**config.mk**
```make
export PLATFORM = sky130hd
export DESIGN_NAME = nfbp_host
export DESIGN_NICKNAME = d
export VERILOG_FILES = /design/src/design/nfbp_pkg.sv /design/src/design/nfbp_host.sv /design/src/design/nfbp_fifo.sv
export VERILOG_INCLUDE_DIRS = /design/src /design/src/design
export SDC_FILE = /design/constraint.sdc
export NUM_CORES = 1
export LEC_CHECK = 0
export BUFFER_PORTS_ARGS = -buffer_cell sky130_fd_sc_hd__buf_2
export CORE_ASPECT_RATIO = 0.75
export CORE_MARGIN = 4
export CORE_UTILIZATION = 36
export DETAILED_ROUTE_END_ITERATION = 6
export PLACE_DENSITY = 0.6
export SLEW_MARGIN = 20
export SYNTH_ARGS = -nofsm -noshare
export SYNTH_HDL_FRONTEND = slang
export SYNTH_SLANG_ARGS = --single-unit
```
**constraint.sdc**
```tcl
create_clock -name clk_in -period 8.7 [get_ports clk_in]
set_input_delay 1.305 -clock clk_in [delete_from_list [all_inputs] [get_ports clk_in]]
set_output_delay 1.305 -clock clk_in [all_outputs]
set_load 0.01 [all_outputs]
```
**src/design/nfbp_defs.svh**
```systemverilog
`ifndef NFBP_DEFS_SVH
`define NFBP_DEFS_SVH
// ---------------------------------------------------------------
// command codes
// ---------------------------------------------------------------
`define NFBP_CMD_READ_A 8'h00
`define NFBP_CMD_READ_B 8'h01
`define NFBP_CMD_PROG_SETUP 8'h80
`define NFBP_CMD_PROG_CONFIRM 8'h10
`define NFBP_CMD_ERASE_SETUP 8'h60
`define NFBP_CMD_ERASE_CONFIRM 8'hD0
`define NFBP_CMD_STATUS 8'h70
`define NFBP_CMD_RESET 8'hFF
// ---------------------------------------------------------------
// request opcodes on the user port
// ---------------------------------------------------------------
`define NFBP_OP_READ 2'h0
`define NFBP_OP_PROG 2'h1
`define NFBP_OP_ERASE 2'h2
`define NFBP_OP_RESET 2'h3
// ---------------------------------------------------------------
// timing: each strobe phase is held this long (ns), 40 ns clock
// ---------------------------------------------------------------
`define NFBP_CLK_NS 40
`define NFBP_PHASE_NS 80
`define NFBP_PHASE_CYC ((`NFBP_PHASE_NS + `NFBP_CLK_NS - 1) / `NFBP_CLK_NS)
// busy arrives within this time after the last write strobe
`define NFBP_BUSY_WAIT_NS 200
`define NFBP_BUSY_WAIT_CYC ((`NFBP_BUSY_WAIT_NS + `NFBP_CLK_NS - 1) / `NFBP_CLK_NS)
// give up waiting for busy after this many cycles, covering the two sync flops
`define NFBP_BUSY_LIMIT_CYC (`NFBP_BUSY_WAIT_CYC + 3)
`define NFBP_PAGE_BYTES 10'h210
`define NFBP_HALF_BYTES 10'h200
`define NFBP_HALF_BIT 8
`define NFBP_FIFO_DEPTH 8
`endif

```
**src/design/nfbp_pkg.sv**
```systemverilog
package nfbp_pkg;
  typedef enum logic [3:0] {
    NFBP_IDLE = 4'b0000,
    NFBP_CMD = 4'b0001,
    NFBP_ADDR = 4'b0010,
    NFBP_WDATA = 4'b0011,
    NFBP_CONFIRM = 4'b0100,
    NFBP_WAIT_BUSY = 4'b0101,
    NFBP_WAIT_READY = 4'b0110,
    NFBP_RDATA = 4'b0111
  } nfbp_state_e;
endpackage

```
**src/design/nfbp_host.sv**
```systemverilog
`timescale 1ns/1ns
`include "nfbp_defs.svh"
//---------------------------------------------------------------
//---------------------------------------------------------------
module nfbp_host
  import nfbp_pkg::*;
(
  // clock and reset
  input wire logic clk_in,
  input wire logic rst_in,
  input wire logic ce_in,
  // request
  input wire logic req_valid_in,
  input wire logic [1:0] req_op_in,
  input wire logic req_half_in,
  input wire logic [23:0] req_addr_in,
  input wire logic [9:0] req_len_in,
  output logic req_ready_out,
  output logic done_out,
  // write data stream
  input wire logic [7:0] wr_data_in,
  input wire logic wr_valid_in,
  output logic wr_ready_out,
  // read data stream
  output logic [7:0] rd_data_out,
  output logic rd_valid_out,
  input wire logic rd_ready_in,
  // flash pins
  output logic [7:0] io_bus_out,
  output logic io_bus_oe_n_out,
  input wire logic [7:0] io_bus_in,
  output logic cmd_latch_out,
  output logic addr_latch_out,
  output logic chip_sel_n_out,
  output logic write_strobe_n_out,
  output logic read_strobe_n_out,
  output logic write_prot_n_out,
  input wire logic ready_busy_in
);
  nfbp_state_e state_reg;
  logic [1:0] op_reg;
  logic half_reg;
  logic [23:0] addr_reg;
  logic [9:0] len_reg;
  logic [1:0] acyc_reg;
  logic [3:0] tick_reg;
  logic [3:0] bwait_reg;
  logic phase_reg;
  logic [7:0] cmd_reg;
  logic rb_meta_reg;
  logic rb_reg;
  logic [7:0] io_meta_reg;
  logic [7:0] io_sync_reg;
  logic tick_done;
  logic step;
  logic fifo_in_valid;
  logic fifo_in_ready;
  logic [7:0] fifo_out_data;
  logic fifo_out_valid;
  logic fifo_out_ready;

  // address byte for cycle n; bit 8 is skipped, the read command carries the half from req_half_in
  function automatic logic [7:0] addr_byte(input logic [23:0] a, input logic [1:0] n);
    unique case (n)
      2'd0: addr_byte = a[7:0];
      2'd1: addr_byte = a[16:9];
      default: addr_byte = {1'b0, a[23:17]};
    endcase
  endfunction

  // ---------------------------------------------------------------
  // pin synchronisers
  // ---------------------------------------------------------------
  always_ff @(posedge clk_in) begin
    if (rst_in) begin
      rb_meta_reg <= 1'b1;
      rb_reg <= 1'b1;
      io_meta_reg <= '0;
      io_sync_reg <= '0;
    end else if (ce_in) begin
      rb_meta_reg <= ready_busy_in;
      rb_reg <= rb_meta_reg;
      io_meta_reg <= io_bus_in;
      io_sync_reg <= io_meta_reg;
    end
  end

  // phase timer: each strobe half lasts a fixed count, except read phase 0, held while the fifo is full
  assign tick_done = (tick_reg == 4'(`NFBP_PHASE_CYC - 1));
  assign step = tick_done && phase_reg;
  always_ff @(posedge clk_in) begin
    if (rst_in) begin
      tick_reg <= '0;
      phase_reg <= 1'b0;
    end else if (ce_in) begin
      if (state_reg == NFBP_IDLE || state_reg == NFBP_WAIT_READY || state_reg == NFBP_WAIT_BUSY) begin
        tick_reg <= '0;
        phase_reg <= 1'b0;
      end else if (state_reg == NFBP_RDATA && !phase_reg && !fifo_in_ready) begin
        tick_reg <= '0; // back-pressure: hold read strobe high until room
      end else if (tick_done) begin
        tick_reg <= '0;
        phase_reg <= ~phase_reg;
      end else begin
        tick_reg <= tick_reg + 4'd1;
      end
    end
  end

  // busy wait limit: commands such as reset may never pull busy low
  always_ff @(posedge clk_in) begin
    if (rst_in) begin
      bwait_reg <= '0;
    end else if (ce_in) begin
      if (state_reg != NFBP_WAIT_BUSY) begin
        bwait_reg <= '0;
      end else if (bwait_reg != 4'(`NFBP_BUSY_LIMIT_CYC)) begin
        bwait_reg <= bwait_reg + 4'd1;
      end
    end
  end

  // ---------------------------------------------------------------
  // sequencer
  // ---------------------------------------------------------------
  always_ff @(posedge clk_in) begin
    if (rst_in) begin
      state_reg <= NFBP_IDLE;
      op_reg <= `NFBP_OP_READ;
      half_reg <= 1'b0;
      addr_reg <= '0;
      len_reg <= '0;
      acyc_reg <= '0;
      cmd_reg <= '0;
    end else if (ce_in) begin
      unique case (state_reg)
        NFBP_IDLE: begin
          if (req_valid_in && req_ready_out) begin
            op_reg <= req_op_in;
            half_reg <= req_half_in;
            addr_reg <= req_addr_in;
            len_reg <= req_len_in;
            acyc_reg <= (req_op_in == `NFBP_OP_ERASE) ? 2'd1 : 2'd0;
            unique case (req_op_in)
              `NFBP_OP_READ: cmd_reg <= req_half_in ? `NFBP_CMD_READ_B : `NFBP_CMD_READ_A;
              `NFBP_OP_PROG: cmd_reg <= `NFBP_CMD_PROG_SETUP;
              `NFBP_OP_ERASE: cmd_reg <= `NFBP_CMD_ERASE_SETUP;
              default: cmd_reg <= `NFBP_CMD_RESET;
            endcase
            state_reg <= NFBP_CMD;
          end else if (req_valid_in && !rb_reg && req_op_in == `NFBP_OP_RESET) begin
            op_reg <= req_op_in; // reset is accepted while busy
            cmd_reg <= `NFBP_CMD_RESET;
            state_reg <= NFBP_CMD;
          end
        end
        NFBP_CMD: if (step) begin
          state_reg <= (op_reg == `NFBP_OP_RESET) ? NFBP_WAIT_BUSY : NFBP_ADDR;
        end
        NFBP_ADDR: if (step) begin
          acyc_reg <= acyc_reg + 2'd1;
          if (acyc_reg == 2'd2) begin // exactly the cycles needed
            unique case (op_reg)
              `NFBP_OP_PROG: state_reg <= NFBP_WDATA;
              `NFBP_OP_ERASE: state_reg <= NFBP_CONFIRM;
              default: state_reg <= NFBP_WAIT_BUSY;
            endcase
            cmd_reg <= (op_reg == `NFBP_OP_PROG) ? `NFBP_CMD_PROG_CONFIRM : `NFBP_CMD_ERASE_CONFIRM;
          end
        end
        NFBP_WDATA: if (step) begin
          len_reg <= len_reg - 10'd1;
          if (len_reg == 10'd1) begin
            state_reg <= NFBP_CONFIRM;
          end
        end
        NFBP_CONFIRM: if (step) begin
          state_reg <= NFBP_WAIT_BUSY;
        end
        NFBP_WAIT_BUSY: begin
          if (!rb_reg || bwait_reg == 4'(`NFBP_BUSY_LIMIT_CYC)) begin
            state_reg <= NFBP_WAIT_READY;
          end
        end
        NFBP_WAIT_READY: begin
          if (rb_reg) begin
            state_reg <= (op_reg == `NFBP_OP_READ && len_reg != '0) ? NFBP_RDATA : NFBP_IDLE;
          end
        end
        NFBP_RDATA: if (step) begin // one byte per strobe fall
          len_reg <= len_reg - 10'd1;
          if (len_reg == 10'd1) begin
            state_reg <= NFBP_IDLE;
          end
        end
        default: state_reg <= NFBP_IDLE;
      endcase
    end
  end

  // the fifo takes the byte at the end of the high phase, once it has crossed both sync flops
  assign fifo_in_valid = (state_reg == NFBP_RDATA) && step;
  assign fifo_out_ready = !rd_valid_out || rd_ready_in;

  nfbp_fifo #(.WIDTH(8), .DEPTH(`NFBP_FIFO_DEPTH)) u_fifo (
    .clk_in(clk_in),
    .rst_in(rst_in),
    .ce_in(ce_in),
    .in_data_in(io_sync_reg),
    .in_valid_in(fifo_in_valid),
    .in_ready_out(fifo_in_ready),
    .out_data_out(fifo_out_data),
    .out_valid_out(fifo_out_valid),
    .out_ready_in(fifo_out_ready)
  );

  // ---------------------------------------------------------------
  // registered pin and user outputs
  // ---------------------------------------------------------------
  always_ff @(posedge clk_in) begin
    if (rst_in) begin
      io_bus_out <= '0;
      io_bus_oe_n_out <= 1'b1;
      cmd_latch_out <= 1'b0;
      addr_latch_out <= 1'b0;
      chip_sel_n_out <= 1'b1;
      write_strobe_n_out <= 1'b1;
      read_strobe_n_out <= 1'b1;
      write_prot_n_out <= 1'b0; // protected until a program or erase request leaves idle
      req_ready_out <= 1'b0;
      done_out <= 1'b0;
      wr_ready_out <= 1'b0;
      rd_data_out <= '0;
      rd_valid_out <= 1'b0;
    end else if (ce_in) begin
      cmd_latch_out <= (state_reg == NFBP_CMD || state_reg == NFBP_CONFIRM);
      addr_latch_out <= (state_reg == NFBP_ADDR);
      chip_sel_n_out <= (state_reg == NFBP_IDLE);
      // write strobe low in phase 0, rises at phase 1 to latch
      write_strobe_n_out <= !((state_reg == NFBP_CMD || state_reg == NFBP_ADDR || state_reg == NFBP_WDATA
                            || state_reg == NFBP_CONFIRM) && !phase_reg);
      read_strobe_n_out <= !(state_reg == NFBP_RDATA && !phase_reg && fifo_in_ready);
      io_bus_oe_n_out <= (state_reg == NFBP_IDLE || state_reg == NFBP_RDATA
                          || state_reg == NFBP_WAIT_BUSY || state_reg == NFBP_WAIT_READY);
      unique case (state_reg)
        NFBP_ADDR: io_bus_out <= addr_byte(addr_reg, acyc_reg);
        NFBP_WDATA: if (!phase_reg) begin
          io_bus_out <= wr_data_in; // held through the strobe rise
        end
        default: io_bus_out <= cmd_reg;
      endcase
      write_prot_n_out <= (state_reg != NFBP_IDLE) && (op_reg == `NFBP_OP_PROG || op_reg == `NFBP_OP_ERASE);
      req_ready_out <= (state_reg == NFBP_IDLE) && rb_reg && !(req_valid_in && req_ready_out);
      done_out <= (state_reg == NFBP_WAIT_READY && rb_reg && !(op_reg == `NFBP_OP_READ && len_reg != '0))
                  || (state_reg == NFBP_RDATA && step && len_reg == 10'd1);
      wr_ready_out <= (state_reg == NFBP_WDATA) && tick_done && !phase_reg && !wr_ready_out;
      if (fifo_out_ready) begin
        rd_data_out <= fifo_out_data;
        rd_valid_out <= fifo_out_valid;
      end
    end
  end
endmodule

```
**src/design/nfbp_fifo.sv**
```systemverilog
`timescale 1ns/1ns
// ---------------------------------------------------------------
// small synchronous fifo, valid/ready on both sides
// ---------------------------------------------------------------
module nfbp_fifo #(
  parameter int WIDTH = 8,
  parameter int DEPTH = 8
) (
  // clock
  input wire logic clk_in,
  input wire logic rst_in,
  input wire logic ce_in,
  // fill side
  input wire logic [WIDTH-1:0] in_data_in,
  input wire logic in_valid_in,
  output logic in_ready_out,
  // drain side
  output logic [WIDTH-1:0] out_data_out,
  output logic out_valid_out,
  input wire logic out_ready_in
);
  localparam int AW = $clog2(DEPTH);
  logic [WIDTH-1:0] mem_reg [DEPTH];
  logic [AW-1:0] wr_reg;
  logic [AW-1:0] rd_reg;
  logic [AW:0] count_reg;
  logic push;
  logic pop;
  // full/empty straight from the count
  assign in_ready_out = (count_reg != (AW+1)'(DEPTH));
  assign out_valid_out = (count_reg != '0);
  assign out_data_out = mem_reg[rd_reg];
  assign push = in_valid_in && in_ready_out && ce_in;
  assign pop = out_valid_out && out_ready_in && ce_in;
  // storage write
  always_ff @(posedge clk_in) begin
    if (push) begin
      mem_reg[wr_reg] <= in_data_in;
    end
  end
  // pointers and occupancy
  always_ff @(posedge clk_in) begin
    if (rst_in) begin
      wr_reg <= '0;
      rd_reg <= '0;
      count_reg <= '0;
    end else begin
      if (push) begin
        wr_reg <= (wr_reg == AW'(DEPTH - 1)) ? '0 : wr_reg + AW'(1);
      end
      if (pop) begin
        rd_reg <= (rd_reg == AW'(DEPTH - 1)) ? '0 : rd_reg + AW'(1);
      end
      if (push && !pop) begin
        count_reg <= count_reg + (AW+1)'(1);
      end else if (pop && !push) begin
        count_reg <= count_reg - (AW+1)'(1);
      end
    end
  end
endmodule

```
==> key figures <==
Clock network
  – TritonCTS clock tree: built
  – CTS buffer count: 17
  – Post_cts resized: 0
  – H-tree Lvls: 4
  – Post-CTS Setup Inserts: 0
  – Cts hold-fix bufs: 0
  – Clock sinks: between 150 and 200
  – Root buf cell: clkbuf_16
  – CTS clk-pin slew, worst paths: 0.07 ns
  – Worst skew pair latency: 0.43 ns
  – Clock Path Buffers: 2

Detailed routing
  – DRC: 0
  – Wire per inst: ~16 um
  – Final wirelength: 17700 um
  – Remaining antenna violation count after routing: 0
  – Drt pass-1 iters: 5
  – Via count: around 5700
  – Number of vias per cell: 5.12
  – Starting DRT DRC Count: 383

Logic synthesis
  – Synth top area share: about 29%
  – Main area contributors after synthesis: dfxtp_1, edfxtp_1, a21oi_1
  – Netlist cell types: between 60 and 70
  – Yosys warnings: 0
  – Syn Nets: 828
  – Seq/Total Area, Yosys: 53.7%
  – Post-synth EDFFs: 64
  – Synth Cell Area: between 0.007 and 0.008 sq mm
  – Async SR Flop Fraction: 0%
  – Cells after Synth: between 700 and 800
  – Ys flop type: dfxtp_1
  – Post-synthesis average cell area: a little over 10 sq um
  – Cell taking the most area after synthesis: dfxtp_1
  – Flops & latches, synth: 174

Timing
  – Slew @ Worst Pin: approximately 0.96 ns
  – RSZ-0062 raised after global routing: false
  – Normalized max-slew margin: roughly 36%
  – Endpoints failing hold: 0
  – Tcrit/Tclk final: 44.5%
  – Layout Skew: 0.0124 ns
  – Min Tclk post-route: 3.87 ns
  – Endpoints failing setup: 0
  – Max frequency: 0.258 GHz
  – Hold_ws: 0.459 ns
  – Max-slew violation count: 0
  – Setup_tns: 0 ns

Min path
  – Worst Hold Class: reg -> reg
  – Hold path depth: 2
  – Hold endpoint: addr_reg[22]$_SDFFE_PP0P_
  – Hold Startpoint: addr_reg[22]$_SDFFE_PP0P_

GRT
  – Initial antenna violation count: 0
  – First-pass GRT wire length: 28400 um
  – Largest net degree at the start of global routing: 53
  – Total grt overflow: 0
  – Vias in the first global route: around 5400
  – Tot GR Track Use: 14.9%

Cells and area
  – Final #Nets: between 800 and 900
  – Fillers: 2074
  – Commonest cells after routing, fill and taps aside: dfxtp_1, nand2_1, nor2_1, buf_2, a21oi_1
  – Most common cell after layout, fill and taps aside: dfxtp_1
  – Largest register FFs: 64
  – Layout cells sized above 1: 18.0%
  – Ant diodes: 0
  – Post-route non-filler standard cell count: between 1000 and 1500
  – Finished Cell Area: 0.00889 sq mm
  – Final design utilization: between 40% and 50%
  – Layout Area Growth over Synthesis: 15.9%

Place
  – Port bufs: 84
  – Final Wtd Congestion: 0.769
  – Placed inst area: 0.00831 sq mm
  – Dpl cells: about 1100
  – DP Wirelength: 11800 um

Worst setup path
  – FF-to-FF setup slack: 5.42 ns
  – R2r startpoint: state_reg[1]$_SDFFE_PP0P_
  – Crit path kind: in -> reg
  – RR Endpoint: u_fifo.count_reg[3]$_SDFFE_PP0P_
  – Startpoint Class: input port
  – CP required: approximately 9.1 ns
  – R2R depth: 12
  – Crit path DAT: 4.22 ns
  – Worst-path fanout max: 49
  – Crit. End Element: register

Floorplanning
  – CORE AREA: 0.0206 sq mm
  – Die ar.: 0.0237 sq mm
  – Site row count: 45
  – IO Pins: 87
  – Die Ht: 134 um
  – Die Span X: 177 um
  – Initial Util: between 30% and 40%

Job
  – MaxCap Viol Count: 0

Power
  – P_leak: 0.00322 uW
  – Maximum vdd drop: between 0.1 and 0.15 mV
  – Pwr dens: 219 mW/mm^2

Status
  – Status: completed
## metal layers
layer	GRT usage [%]	up-vias	routed length, um
li1	-	2807	-
met2	21.3	129	7370
met4	3.31	0	105
met5	0	-	0
met3	3.16	10	907
met1	23.1	2712	9280
## logic make-up after synthesis
family / after synthesis / share of synthesized area (%)
simple gates: 264 / 15.7
flops: 174 / 53.7
compound gates: 154 / 12.8
buf+inv: 74 / 4.08
mux: 47 / 8.74
fa+ha+maj: 22 / 3.68
xor+xnor: 11 / 1.26
## synthesized netlist by cell type, types with 7 or more instances
master and instances:
a211oi_1 10, a21oi_1 75, a221oi_1 15, buf_2 13, clkbuf_1 24, dfxtp_1 110
edfxtp_1 64, ha_1 21, inv_1 27, mux2i_1 31, mux4_2 16, nand2_1 96
nand2b_1 11, nand3_1 10, nor2_1 95, nor3_1 10, o21ai_0 18, or3_1 7
xor2_1 7
## cell type report
cell class | count | area (sq um) | area share [%]
timing repair buffer | 93 | 490 | 5.51
sequential | 174 | 4120 | 46.4
multi-input combinational | 498 | 3240 | 36.5
inverter | 27 | 101 | 1.14
clock buffer | 18 | 439 | 4.94
tap | 282 | 353 | 3.97
clock inverter | 14 | 141 | 1.59
## worst max-delay path by stage
| stage | slack, ns | endpoint | start | cells past startpoint |
|---|---|---|---|---|
| final | 4.83 | u_fifo.count_reg[3]$_SDFFE_PP0P_ | ce_in | 13 |
| after global routing | 4.68 | u_fifo.count_reg[3]$_SDFFE_PP0P_ | ce_in | 13 |
| after floorplan | 5.11 | u_fifo.count_reg[3]$_SDFFE_PP0P_ | ce_in | 12 |
| after CTS | 4.84 | u_fifo.count_reg[3]$_SDFFE_PP0P_ | ce_in | 13 |
| after detailed placement | 4.44 | u_fifo.count_reg[3]$_SDFFE_PP0P_ | ce_in | 13 |
| after global placement | 4.46 | u_fifo.count_reg[3]$_SDFFE_PP0P_ | ce_in | 13 |
## worst max-delay path, stage by stage
cell,delay (ns)
buf_2,0.08
buf_4,0.50
o21ai_1,0.14
buf_4,0.24
or2_2,0.39
ha_1,0.26
inv_1,0.14
ha_1,0.25
a21o_1,0.17
a21oi_1,0.18
xnor2_1,0.10
or3_1,0.31
a21oi_1,0.14
## where the power goes
part / switching (uW) / total [uW] / internal, uW
clock network: 356 / 747 / 390
logic: 152 / 291 / 139
registers: 34.2 / 909 / 875
## through the flow
step / setup slack [ns] / power (uW)
after detailed placement: 4.44 / 1220
after global routing: 4.68 / 2040
final: 4.83 / 1950
after floorplan: 5.11 / 1140
after CTS: 4.84 / 1970
after global placement: 4.46 / 1210
Power figures use the tool's default switching activity.
